--- config.mk ---
export PLATFORM = sky130hd
export DESIGN_NAME = ppc_pin_ctrl
export DESIGN_NICKNAME = d
export VERILOG_FILES = /design/src/core/ppc_pkg.sv /design/src/core/ppc_pin_ctrl.sv
export VERILOG_INCLUDE_DIRS = /design/src /design/src/core
export SDC_FILE = /design/constraint.sdc
export NUM_CORES = 1
export LEC_CHECK = 0
export ABC_AREA = 1
export BUFFER_PORTS_ARGS = -buffer_cell sky130_fd_sc_hd__buf_2
export CORE_AREA = 2 2 161 163
export CTS_BUF_LIST = sky130_fd_sc_hd__clkbuf_8 sky130_fd_sc_hd__clkbuf_16
export CTS_CLUSTER_SIZE = 25
export DETAILED_ROUTE_END_ITERATION = 6
export DIE_AREA = 0 0 163 165
export GPL_ROUTABILITY_DRIVEN = 0
export PLACE_DENSITY = 0.82
export REMOVE_ABC_BUFFERS = 1
export SLEW_MARGIN = 20
export SYNTH_ARGS = -nofsm -noshare
export SYNTH_HDL_FRONTEND = slang
export SYNTH_SLANG_ARGS = --single-unit
--- constraint.sdc ---
create_clock -name clock_i -period 1.39 [get_ports clock_i]
set_input_delay 0.139 -clock clock_i [delete_from_list [all_inputs] [get_ports clock_i]]
set_output_delay 0.139 -clock clock_i [all_outputs]
set_load 0.02 [all_outputs]
--- src/core/ppc_map.svh ---
// Field positions, reset values and timing counts for the port 3..6 pin control
`ifndef PPC_MAP_SVH
`define PPC_MAP_SVH
// Direction bit 1 means input; every pin is an input after reset
`define PPC_DIR_RESET     8'hff
// Pull-up select fields, one bit per port
`define PPC_PU_P3         0
`define PPC_PU_P4         1
`define PPC_PU_P5         2
`define PPC_PU_P6         3
// Bus expansion fields
`define PPC_BX_P4_IN      0
`define PPC_BX_EXP_EN     1
`define PPC_BX_WAIT_EN    2
`define PPC_BX_RESET      3'h1
// Port 3 alternate positions
`define PPC_P3_TA_IN      3
`define PPC_P3_TB_IN      4
`define PPC_P3_CLK_OUT    5
`define PPC_P3_TONE_OUT   6
// Port 6 control positions
`define PPC_P6_RD         4
`define PPC_P6_WR         5
`define PPC_P6_WAIT       6
`define PPC_P6_ADDRESS_LATCH_STROBE       7
// Strobe width: least time in ns, period in ns, cycles rounded up
`define PPC_CLK_NS        4
`define PPC_STRB_NS       16
`define PPC_STRB_CYC      ((`PPC_STRB_NS + `PPC_CLK_NS - 1) / `PPC_CLK_NS)
`endif

--- src/core/ppc_pkg.sv ---
// Types for the port 3..6 pin control
package ppc_pkg;
    // External access sequencer states
    typedef enum logic [1:0] {
        PPC_IDLE = 2'b00,
        PPC_ADDR = 2'b01,
        PPC_STRB = 2'b10,
        PPC_DONE = 2'b11
    } ppc_state_e;
    typedef logic [7:0] ppc_byte_t;
endpackage

--- src/core/ppc_pin_ctrl.sv ---
// Port 3..6 pin control with external memory expansion sequencer
`include "ppc_map.svh"

// Summary of operation
// - Port 3 direction chosen per bit
// - Port 3 inputs pulled up when selected
// - Port 3 carries timer, clock, tone functions
// - Port 4 direction set as whole byte
// - Port 4 falling edge sets flag in port input mode
// - Port 4 input pull-ups follow select
// - Expansion: port 4 muxed bus, no pull-ups
// - Port 5 direction chosen per bit
// - Port 5 inputs pulled up when selected
// - Expansion: port 5 high address, no pull-ups
// - Port 6 direction chosen per bit
// - Port 6 low nibble open-drain only
// - Port 6 upper inputs pulled up when selected
// - Expansion: port 6 carries bus strobes
// - Unused wait pin stays ordinary port
// - Address latch strobe precedes data phase
module ppc_pin_ctrl (
    // Clock, reset, enable
    input  wire logic        clock_i,
    input  wire logic        sys_rst_i,
    input  wire logic        ce_i,
    // Configuration
    input  wire logic [7:0]  port3_direction_i,
    input  wire logic [7:0]  port5_direction_i,
    input  wire logic [7:0]  port6_direction_i,
    input  wire logic [2:0]  bus_expansion_i,
    input  wire logic [3:0]  pull_resistor_select_i,
    input  wire logic [7:0]  port3_alt_sel_i,
    // Output latches
    input  wire logic [7:0]  port3_latch_i,
    input  wire logic [7:0]  port4_latch_i,
    input  wire logic [7:0]  port5_latch_i,
    input  wire logic [7:0]  port6_latch_i,
    // Alternate function sources and sinks
    input  wire logic [2:0]  timer_out_pins_i,
    input  wire logic        clock_out_pin_i,
    input  wire logic        tone_output_i,
    output logic             timer_a_count_input_o,
    output logic             timer_b_count_input_o,
    // External access request
    input  wire logic        bus_req_i,
    input  wire logic        bus_write_i,
    input  wire logic [15:0] bus_addr_i,
    input  wire logic [7:0]  bus_wdata_i,
    output logic             bus_busy_o,
    output logic             bus_done_o,
    output logic [7:0]       bus_rdata_o,
    // Edge flag
    input  wire logic        port4_fall_clear_i,
    output logic             port4_fall_flag_o,
    // Pins
    input  wire logic [7:0]  port3_pins_i,
    output logic [7:0]       port3_pins_o,
    output logic [7:0]       port3_pins_oe_o,
    output logic [7:0]       port3_pullup_o,
    input  wire logic [7:0]  port4_pins_i,
    output logic [7:0]       port4_pins_o,
    output logic [7:0]       port4_pins_oe_o,
    output logic [7:0]       port4_pullup_o,
    input  wire logic [7:0]  port5_pins_i,
    output logic [7:0]       port5_pins_o,
    output logic [7:0]       port5_pins_oe_o,
    output logic [7:0]       port5_pullup_o,
    input  wire logic [7:0]  port6_pins_i,
    output logic [7:0]       port6_pins_o,
    output logic [7:0]       port6_pins_oe_o,
    output logic [7:0]       port6_pullup_o,
    // Read-back values
    output logic [7:0]       port3_read_o,
    output logic [7:0]       port4_read_o,
    output logic [7:0]       port5_read_o,
    output logic [7:0]       port6_read_o
);
    // Configuration registers
    logic [7:0]          port3_direction_reg;
    logic [7:0]          port5_direction_reg;
    logic [7:0]          port6_direction_reg;
    logic [2:0]          bus_expansion_reg;
    logic [3:0]          pull_resistor_select;
    // Pin synchronisers, all four ports packed
    logic [31:0]         sync1_reg;
    logic [31:0]         sync2_reg;
    logic [31:0]         sync3_reg;
    logic [31:0]         stable_reg;
    logic [31:0]         stable_next;
    // Sequencer
    ppc_pkg::ppc_state_e state_reg;
    logic [15:0]         addr_reg;
    logic [7:0]          wdata_reg;
    logic                write_reg;
    logic [2:0]          strb_cnt_reg;
    // Pin drive next values
    logic [7:0]          p3_out_next, p3_oe_next, p3_pu_next;
    logic [7:0]          p4_out_next, p4_oe_next, p4_pu_next;
    logic [7:0]          p5_out_next, p5_oe_next, p5_pu_next;
    logic [7:0]          p6_out_next, p6_oe_next, p6_pu_next;
    logic                exp_en;
    logic                wait_en;
    logic                wait_hold;
    logic                p4_fall;

    assign exp_en    = bus_expansion_reg[`PPC_BX_EXP_EN];
    assign wait_en   = exp_en & bus_expansion_reg[`PPC_BX_WAIT_EN];
    // Wait pin is active low; settling value used so a wait raised at strobe start is caught
    assign wait_hold = wait_en & ~stable_next[24 + `PPC_P6_WAIT];
    // Fall detect only in port input mode, on a settled change
    assign p4_fall   = ~exp_en & bus_expansion_reg[`PPC_BX_P4_IN]
                       & |(stable_reg[15:8] & ~stable_next[15:8]);

    // Per-byte read-back: pin level for inputs, latch for outputs
    function automatic ppc_pkg::ppc_byte_t read_mux(input logic [7:0] dir,
                                                     input logic [7:0] pin,
                                                     input logic [7:0] latch);
        read_mux = (dir & pin) | (~dir & latch);
    endfunction

    // Configuration capture; reset makes every pin an input
    always_ff @(posedge clock_i) begin
        if (sys_rst_i) begin
            port3_direction_reg  <= `PPC_DIR_RESET;
            port5_direction_reg  <= `PPC_DIR_RESET;
            port6_direction_reg  <= `PPC_DIR_RESET;
            bus_expansion_reg    <= `PPC_BX_RESET;
            pull_resistor_select <= 4'h0;
        end else if (ce_i) begin
            port3_direction_reg  <= port3_direction_i;
            port5_direction_reg  <= port5_direction_i;
            port6_direction_reg  <= port6_direction_i;
            bus_expansion_reg    <= bus_expansion_i;
            pull_resistor_select <= pull_resistor_select_i;
        end
    end

    // Settled value: a change counts when stages two and three agree
    always_comb begin
        stable_next = (sync2_reg & sync3_reg) | (stable_reg & (sync2_reg ^ sync3_reg));
    end

    // Three-stage pin synchroniser; stage one feeds stage two only
    always_ff @(posedge clock_i) begin
        if (sys_rst_i) begin
            sync1_reg  <= 32'h0;
            sync2_reg  <= 32'h0;
            sync3_reg  <= 32'h0;
            stable_reg <= 32'h0;
        end else if (ce_i) begin
            sync1_reg  <= {port6_pins_i, port5_pins_i, port4_pins_i, port3_pins_i};
            sync2_reg  <= sync1_reg;
            sync3_reg  <= sync2_reg;
            stable_reg <= stable_next;
        end
    end

    // Edge flag; a new edge wins over a clear in the same cycle
    always_ff @(posedge clock_i) begin
        if (sys_rst_i) begin
            port4_fall_flag_o <= 1'b0;
        end else if (ce_i) begin
            if (p4_fall) begin
                port4_fall_flag_o <= 1'b1;
            end else if (port4_fall_clear_i) begin
                port4_fall_flag_o <= 1'b0;
            end
        end
    end

    // External access sequencer: address phase, strobe phase, done
    always_ff @(posedge clock_i) begin
        if (sys_rst_i) begin
            state_reg    <= ppc_pkg::PPC_IDLE;
            addr_reg     <= 16'h0;
            wdata_reg    <= 8'h0;
            write_reg    <= 1'b0;
            strb_cnt_reg <= 3'h0;
            bus_done_o   <= 1'b0;
            bus_busy_o   <= 1'b0;
            bus_rdata_o  <= 8'h0;
        end else if (ce_i) begin
            bus_done_o <= 1'b0;
            case (state_reg)
                ppc_pkg::PPC_IDLE: begin
                    // Requests outside expansion mode are ignored
                    if (bus_req_i && exp_en) begin
                        state_reg  <= ppc_pkg::PPC_ADDR;
                        addr_reg   <= bus_addr_i;
                        wdata_reg  <= bus_wdata_i;
                        write_reg  <= bus_write_i;
                        bus_busy_o <= 1'b1;
                    end
                end
                ppc_pkg::PPC_ADDR: begin
                    // Address latched externally before strobes move
                    state_reg    <= ppc_pkg::PPC_STRB;
                    // One spare strobe cycle covers the pin synchroniser lag
                    strb_cnt_reg <= 3'(`PPC_STRB_CYC);
                end
                ppc_pkg::PPC_STRB: begin
                    if (strb_cnt_reg != 3'h0) begin
                        strb_cnt_reg <= strb_cnt_reg - 3'h1;
                    end else if (!wait_hold) begin
                        // Strobe ends only once wait is released
                        state_reg   <= ppc_pkg::PPC_DONE;
                        bus_rdata_o <= stable_next[15:8];
                    end
                end
                ppc_pkg::PPC_DONE: begin
                    state_reg  <= ppc_pkg::PPC_IDLE;
                    bus_done_o <= 1'b1;
                    bus_busy_o <= 1'b0;
                end
                default: state_reg <= ppc_pkg::PPC_IDLE;
            endcase
        end
    end

    // Pin drive decode for all four ports
    always_comb begin
        // Port 3: per-bit direction, alternate outputs on chosen bits
        p3_oe_next  = ~port3_direction_reg;
        p3_out_next = port3_latch_i;
        if (port3_alt_sel_i[0]) p3_out_next[0] = timer_out_pins_i[0];
        if (port3_alt_sel_i[1]) p3_out_next[1] = timer_out_pins_i[1];
        if (port3_alt_sel_i[2]) p3_out_next[2] = timer_out_pins_i[2];
        if (port3_alt_sel_i[`PPC_P3_CLK_OUT])  p3_out_next[`PPC_P3_CLK_OUT]  = clock_out_pin_i;
        if (port3_alt_sel_i[`PPC_P3_TONE_OUT]) p3_out_next[`PPC_P3_TONE_OUT] = tone_output_i;
        p3_pu_next  = {8{pull_resistor_select[`PPC_PU_P3]}} & port3_direction_reg;
        // Port 4 and 5 in port mode
        p4_oe_next  = {8{~bus_expansion_reg[`PPC_BX_P4_IN]}};
        p4_out_next = port4_latch_i;
        p4_pu_next  = {8{pull_resistor_select[`PPC_PU_P4]}} & ~p4_oe_next;
        p5_oe_next  = ~port5_direction_reg;
        p5_out_next = port5_latch_i;
        p5_pu_next  = {8{pull_resistor_select[`PPC_PU_P5]}} & port5_direction_reg;
        // Port 6: low nibble only pulls low, upper nibble push-pull
        p6_oe_next  = ~port6_direction_reg & {4'hf, ~port6_latch_i[3:0]};
        p6_out_next = {port6_latch_i[7:4], 4'h0};
        p6_pu_next  = {{4{pull_resistor_select[`PPC_PU_P6]}} & port6_direction_reg[7:4], 4'h0};
        if (exp_en) begin
            // Muxed bus: address in ADDR, write data later, else released
            p4_out_next = (state_reg == ppc_pkg::PPC_ADDR) ? addr_reg[7:0] : wdata_reg;
            p4_oe_next  = {8{(state_reg == ppc_pkg::PPC_ADDR)
                          | ((state_reg == ppc_pkg::PPC_STRB) & write_reg)}};
            p4_pu_next  = 8'h00;
            p5_out_next = addr_reg[15:8];
            p5_oe_next  = 8'hff;
            p5_pu_next  = 8'h00;
            // Control strobes; read and write are active low
            p6_out_next[`PPC_P6_RD]   = ~((state_reg == ppc_pkg::PPC_STRB) & ~write_reg);
            p6_out_next[`PPC_P6_WR]   = ~((state_reg == ppc_pkg::PPC_STRB) & write_reg);
            p6_out_next[`PPC_P6_ADDRESS_LATCH_STROBE] = (state_reg == ppc_pkg::PPC_ADDR);
            p6_oe_next[`PPC_P6_RD]    = 1'b1;
            p6_oe_next[`PPC_P6_WR]    = 1'b1;
            p6_oe_next[`PPC_P6_ADDRESS_LATCH_STROBE]  = 1'b1;
            p6_pu_next[`PPC_P6_RD]    = 1'b0;
            p6_pu_next[`PPC_P6_WR]    = 1'b0;
            p6_pu_next[`PPC_P6_ADDRESS_LATCH_STROBE]  = 1'b0;
            // Without wait the pin keeps its port role
            if (wait_en) begin
                p6_oe_next[`PPC_P6_WAIT] = 1'b0;
                p6_pu_next[`PPC_P6_WAIT] = 1'b0;
            end
        end
    end

    // Registered pin drives, pull-ups, count inputs and read-back
    always_ff @(posedge clock_i) begin
        if (sys_rst_i) begin
            port3_pins_o          <= 8'h00;
            port3_pins_oe_o       <= 8'h00;
            port3_pullup_o        <= 8'h00;
            port4_pins_o          <= 8'h00;
            port4_pins_oe_o       <= 8'h00;
            port4_pullup_o        <= 8'h00;
            port5_pins_o          <= 8'h00;
            port5_pins_oe_o       <= 8'h00;
            port5_pullup_o        <= 8'h00;
            port6_pins_o          <= 8'h00;
            port6_pins_oe_o       <= 8'h00;
            port6_pullup_o        <= 8'h00;
            timer_a_count_input_o <= 1'b0;
            timer_b_count_input_o <= 1'b0;
            port3_read_o          <= 8'h00;
            port4_read_o          <= 8'h00;
            port5_read_o          <= 8'h00;
            port6_read_o          <= 8'h00;
        end else if (ce_i) begin
            port3_pins_o          <= p3_out_next;
            port3_pins_oe_o       <= p3_oe_next;
            port3_pullup_o        <= p3_pu_next;
            port4_pins_o          <= p4_out_next;
            port4_pins_oe_o       <= p4_oe_next;
            port4_pullup_o        <= p4_pu_next;
            port5_pins_o          <= p5_out_next;
            port5_pins_oe_o       <= p5_oe_next;
            port5_pullup_o        <= p5_pu_next;
            port6_pins_o          <= p6_out_next;
            port6_pins_oe_o       <= p6_oe_next;
            port6_pullup_o        <= p6_pu_next;
            // Count inputs gated by their alternate select
            timer_a_count_input_o <= port3_alt_sel_i[`PPC_P3_TA_IN]
                                     & stable_reg[`PPC_P3_TA_IN];
            timer_b_count_input_o <= port3_alt_sel_i[`PPC_P3_TB_IN]
                                     & stable_reg[`PPC_P3_TB_IN];
            port3_read_o <= read_mux(port3_direction_reg, stable_reg[7:0], port3_latch_i);
            port4_read_o <= read_mux({8{bus_expansion_reg[`PPC_BX_P4_IN]}},
                                     stable_reg[15:8], port4_latch_i);
            port5_read_o <= read_mux(port5_direction_reg, stable_reg[23:16], port5_latch_i);
            port6_read_o <= read_mux(port6_direction_reg, stable_reg[31:24], port6_latch_i);
        end
    end

    // Port 3 drive follows its direction bits
    p3_dir_follow_a: assert property (@(posedge clock_i) disable iff (sys_rst_i)
        ce_i |=> port3_pins_oe_o == ~$past(port3_direction_reg))
        else $error("port 3 enable does not follow direction");
    p3_pullup_sel_a: assert property (@(posedge clock_i) disable iff (sys_rst_i)
        ce_i |=> port3_pullup_o == ($past(port3_direction_reg)
                 & {8{$past(pull_resistor_select[`PPC_PU_P3])}}))
        else $error("port 3 pull-up wrong");
    p4_byte_dir_a: assert property (@(posedge clock_i) disable iff (sys_rst_i)
        port4_pins_oe_o == 8'h00 || port4_pins_oe_o == 8'hff)
        else $error("port 4 direction split");
    p4_fall_set_a: assert property (@(posedge clock_i) disable iff (sys_rst_i)
        ce_i && p4_fall |=> port4_fall_flag_o)
        else $error("port 4 fall edge lost");
    exp_pullup_off_a: assert property (@(posedge clock_i) disable iff (sys_rst_i)
        ce_i && exp_en |=> port4_pullup_o == 8'h00 && port5_pullup_o == 8'h00)
        else $error("pull-up on in expansion mode");
    p6_open_drain_a: assert property (@(posedge clock_i) disable iff (sys_rst_i)
        (port6_pins_oe_o[3:0] & port6_pins_o[3:0]) == 4'h0)
        else $error("port 6 low nibble driven high");
    address_latch_strobe_before_rd_a: assert property (@(posedge clock_i) disable iff (sys_rst_i)
        exp_en && $fell(port6_pins_o[`PPC_P6_RD]) |-> $past(port6_pins_o[`PPC_P6_ADDRESS_LATCH_STROBE]))
        else $error("read strobe without address latch");
    strobe_width_a: assert property (@(posedge clock_i) disable iff (sys_rst_i)
        exp_en && $fell(port6_pins_o[`PPC_P6_RD]) |-> !port6_pins_o[`PPC_P6_RD] [*4])
        else $error("read strobe too short");
    reset_inputs_a: assert property (@(posedge clock_i)
        sys_rst_i |=> port3_pins_oe_o == 8'h00
        && port4_pins_oe_o == 8'h00 && port6_pins_oe_o == 8'h00)
        else $error("pin driven during reset");
endmodule

==> impl_metrics.toml <==
[run_status]
status = "finished clean"

[setup_path]
crit_path_end_kind = "flop"
crit_top_cell = "nand2_1"
cp.required_ns = 1.83
cp_cell_sequence = "ha_4 > a21oi_2 > buf_4 > nand3_1 > nand3_2 > nand2_1 > nand2_1 > nor2_1"
critical-path-max-stage-delay_ns = 0.37
critPathLaunchType = "flop"
cp_slowest_cell = "dfxtp_1"
critPathKind = "reg -> reg"
critPathMaxFanout = 3
critPathArrivalTime_ns = 1.83

[cells_and_area]
fin_cells = 2292
drive_gt1_frac = 0.214
design_area_um2 = 16500
synthToLayoutAreaGrowth_pct = 35.6
mostFrequentLayoutCell = "dfxtp_1"
layout.nets = 2116
layout_common_cells = "dfxtp_1 (301), nor2_1 (278), buf_2 (267)"

[cts]
clockBufferDepth = 3
htree_levels = 1
clock_latency_ns = 0.55
cts_tree = "done"
cts_inserted_buffers = 30
root_buffer = "clkbuf_16"
clk_pin_slew_ns = 0.06
numClockSinks = 308

[yosys]
async_flop_share = 0
synth_fa_ha_area_frac = 0.0391
synth-simple-area-share = 0.157
synth-seq-area-share = 0.507
synth.cell_area_um2 = 12200
synth_top_family_by_area = "compound AO/OA/AOI/OAI gates"
synthFlopType = "dfxtp_1"
synth_cell_types = 26
synth_warnings = 0
synth_edf_count = 0
synthMuxAreaShare = 0
synth_compound_area_frac = 0.207
synth_cells = 1560
ys_seq_elements = 308
synthXorXnorAreaFrac = 0
syn_area_per_cell_um2 = 7.80

[placement]
postPlaceCellArea_um2 = 14000
hpwl_um = 21600
port_buffers = 269
place_inst = 2099

[route]
drtIter0Drc = 1084
drc_errors = 0
dr.pass1.iters = 6
drt_wl_total_um = 37200
viasPerCell = 5.36
wl_per_cell_um = 16.2
drtAntennaViolNets = 0
num_vias = 12300

[die]
fp.dieH_um = 165
core_um2 = 25000
fp.dieArea_um2 = 26900
die_w_um = 163
io_pins = 279
floorplan.initialDensity = 0.486
row_count = 58

[power]
leakage_nw = 7.78
power_density_nw_per_um2 = 1250
power_w = 0.0206
ir_drop_v = 0.000989

[min_path]
hold_class = "in -> reg"

[sta]
fin_hold_ws_ns = 0.0376
setup_viol = 0
slew_violations = 0
fmax_mhz = 720
skew_ns = 0.0124
period_minus_slack_ns = 1.39
hold_viol = 0
min_period_over_period = 0.999

[grt]
grt_max_degree = 68
antenna_found_initial = 1
gr-total-overflow = 0
grt_pass1_vias = 11900
grt_pass1_wl_um = 57200
track_usage = 0.260

[run]
max-cap-violations = 0
==> metal layers <==
layer,vias up,global-route usage,routed length [µm]
met2,598,0.462,18200
met1,5690,0.305,14600
met5,-,0,0
li1,5873,-,-
met3,120,0.0470,2900
met4,0,0.117,1440
==> cell type report <==
class | instances | area, µm²
diodes | 1 | 2.50
clock buffers | 35 | 831
clock inverters | 18 | 104
fillers | 1905 | 8530
inverters | 122 | 478
multi-input cells | 1009 | 5120
flip-flops and latches | 308 | 6180
well taps | 330 | 413
repair buffers | 469 | 3380
==> through the flow <==
step | setup slack, ns | utilization | setup TNS [ns]
floorplan | -1.81 | - | -404.25
global placement | -0.130 | 0.558 | -0.384
detailed placement | -0.183 | 0.558 | -1.35
CTS | -0.0615 | 0.649 | -0.295
global route | -0.238 | 0.659 | -0.397
finish | 0.000764 | 0.659 | 0
==> what timing repair did <==
| item | 4_1_cts | 5_1_grt |
|---|---|---|
| gates cloned | 0 | 1 |
| hold endpoints to repair | 152 | 0 |
| hold buffers | 133 | 0 |
| setup buffers | 0 | 5 |
| gates resized for setup | 7 | 57 |
| endpoints found under the setup margin | 42 | 41 |
| pin swaps | 1 | 15 |
==> final timing paths <==
kind / start / to / slack (ns) / depth (start not counted)
setup / recovery: sync3_reg[30] / state_reg[1] / 0.0008 / 8
hold / removal: ce_i / sync1_reg[7] / 0.04 / 3
setup reg to reg: sync3_reg[30] / state_reg[1] / 0.0008 / 8
hold reg to reg: port6_read_o[1] / port6_read_o[1] / 0.46 / 2
==> synth_stat cells, types with 2 or more instances <==
cell type  number  area share
o211ai_1       50       0.031
inv_2           2     0.00062
nand3_1        52       0.021
nand2_1       151       0.047
inv_1         120       0.037
buf_2          38       0.016
ha_1           38       0.039
o21ai_1        10      0.0041
a21oi_1       165       0.068
buf_4          26       0.016
o21ai_0       247        0.10
dfxtp_1       308        0.51
nor2_1        279       0.086
clkbuf_1       62       0.019
==> where the power goes <==
group          switching, W  internal [W]  leakage, nW
clock               0.00337       0.00439        0.503
sequential         0.000345       0.00936         2.54
combinational       0.00179       0.00131         4.73
total               0.00551        0.0151         7.78
==> kinds of logic (layout without fill, tap and decap cells) <==
kind of cell,after synthesis,after routing
simple gates,487,487
compound gates,476,476
flops,308,308
buf+inv,250,644
other cells,1,9
fa+ha+maj,38,38
==> critical path: cells and delay by family (launching register included) <==
kind | cells | cell delay (ns)
DFF | 1 | 0.37
and+or+nand+nor | 5 | 0.35
adders and majority gates | 1 | 0.22
AOI/OAI and AO/OA | 1 | 0.19
buffers and inverters | 1 | 0.15
No activity file was read; power rests on OpenSTA's default activity.
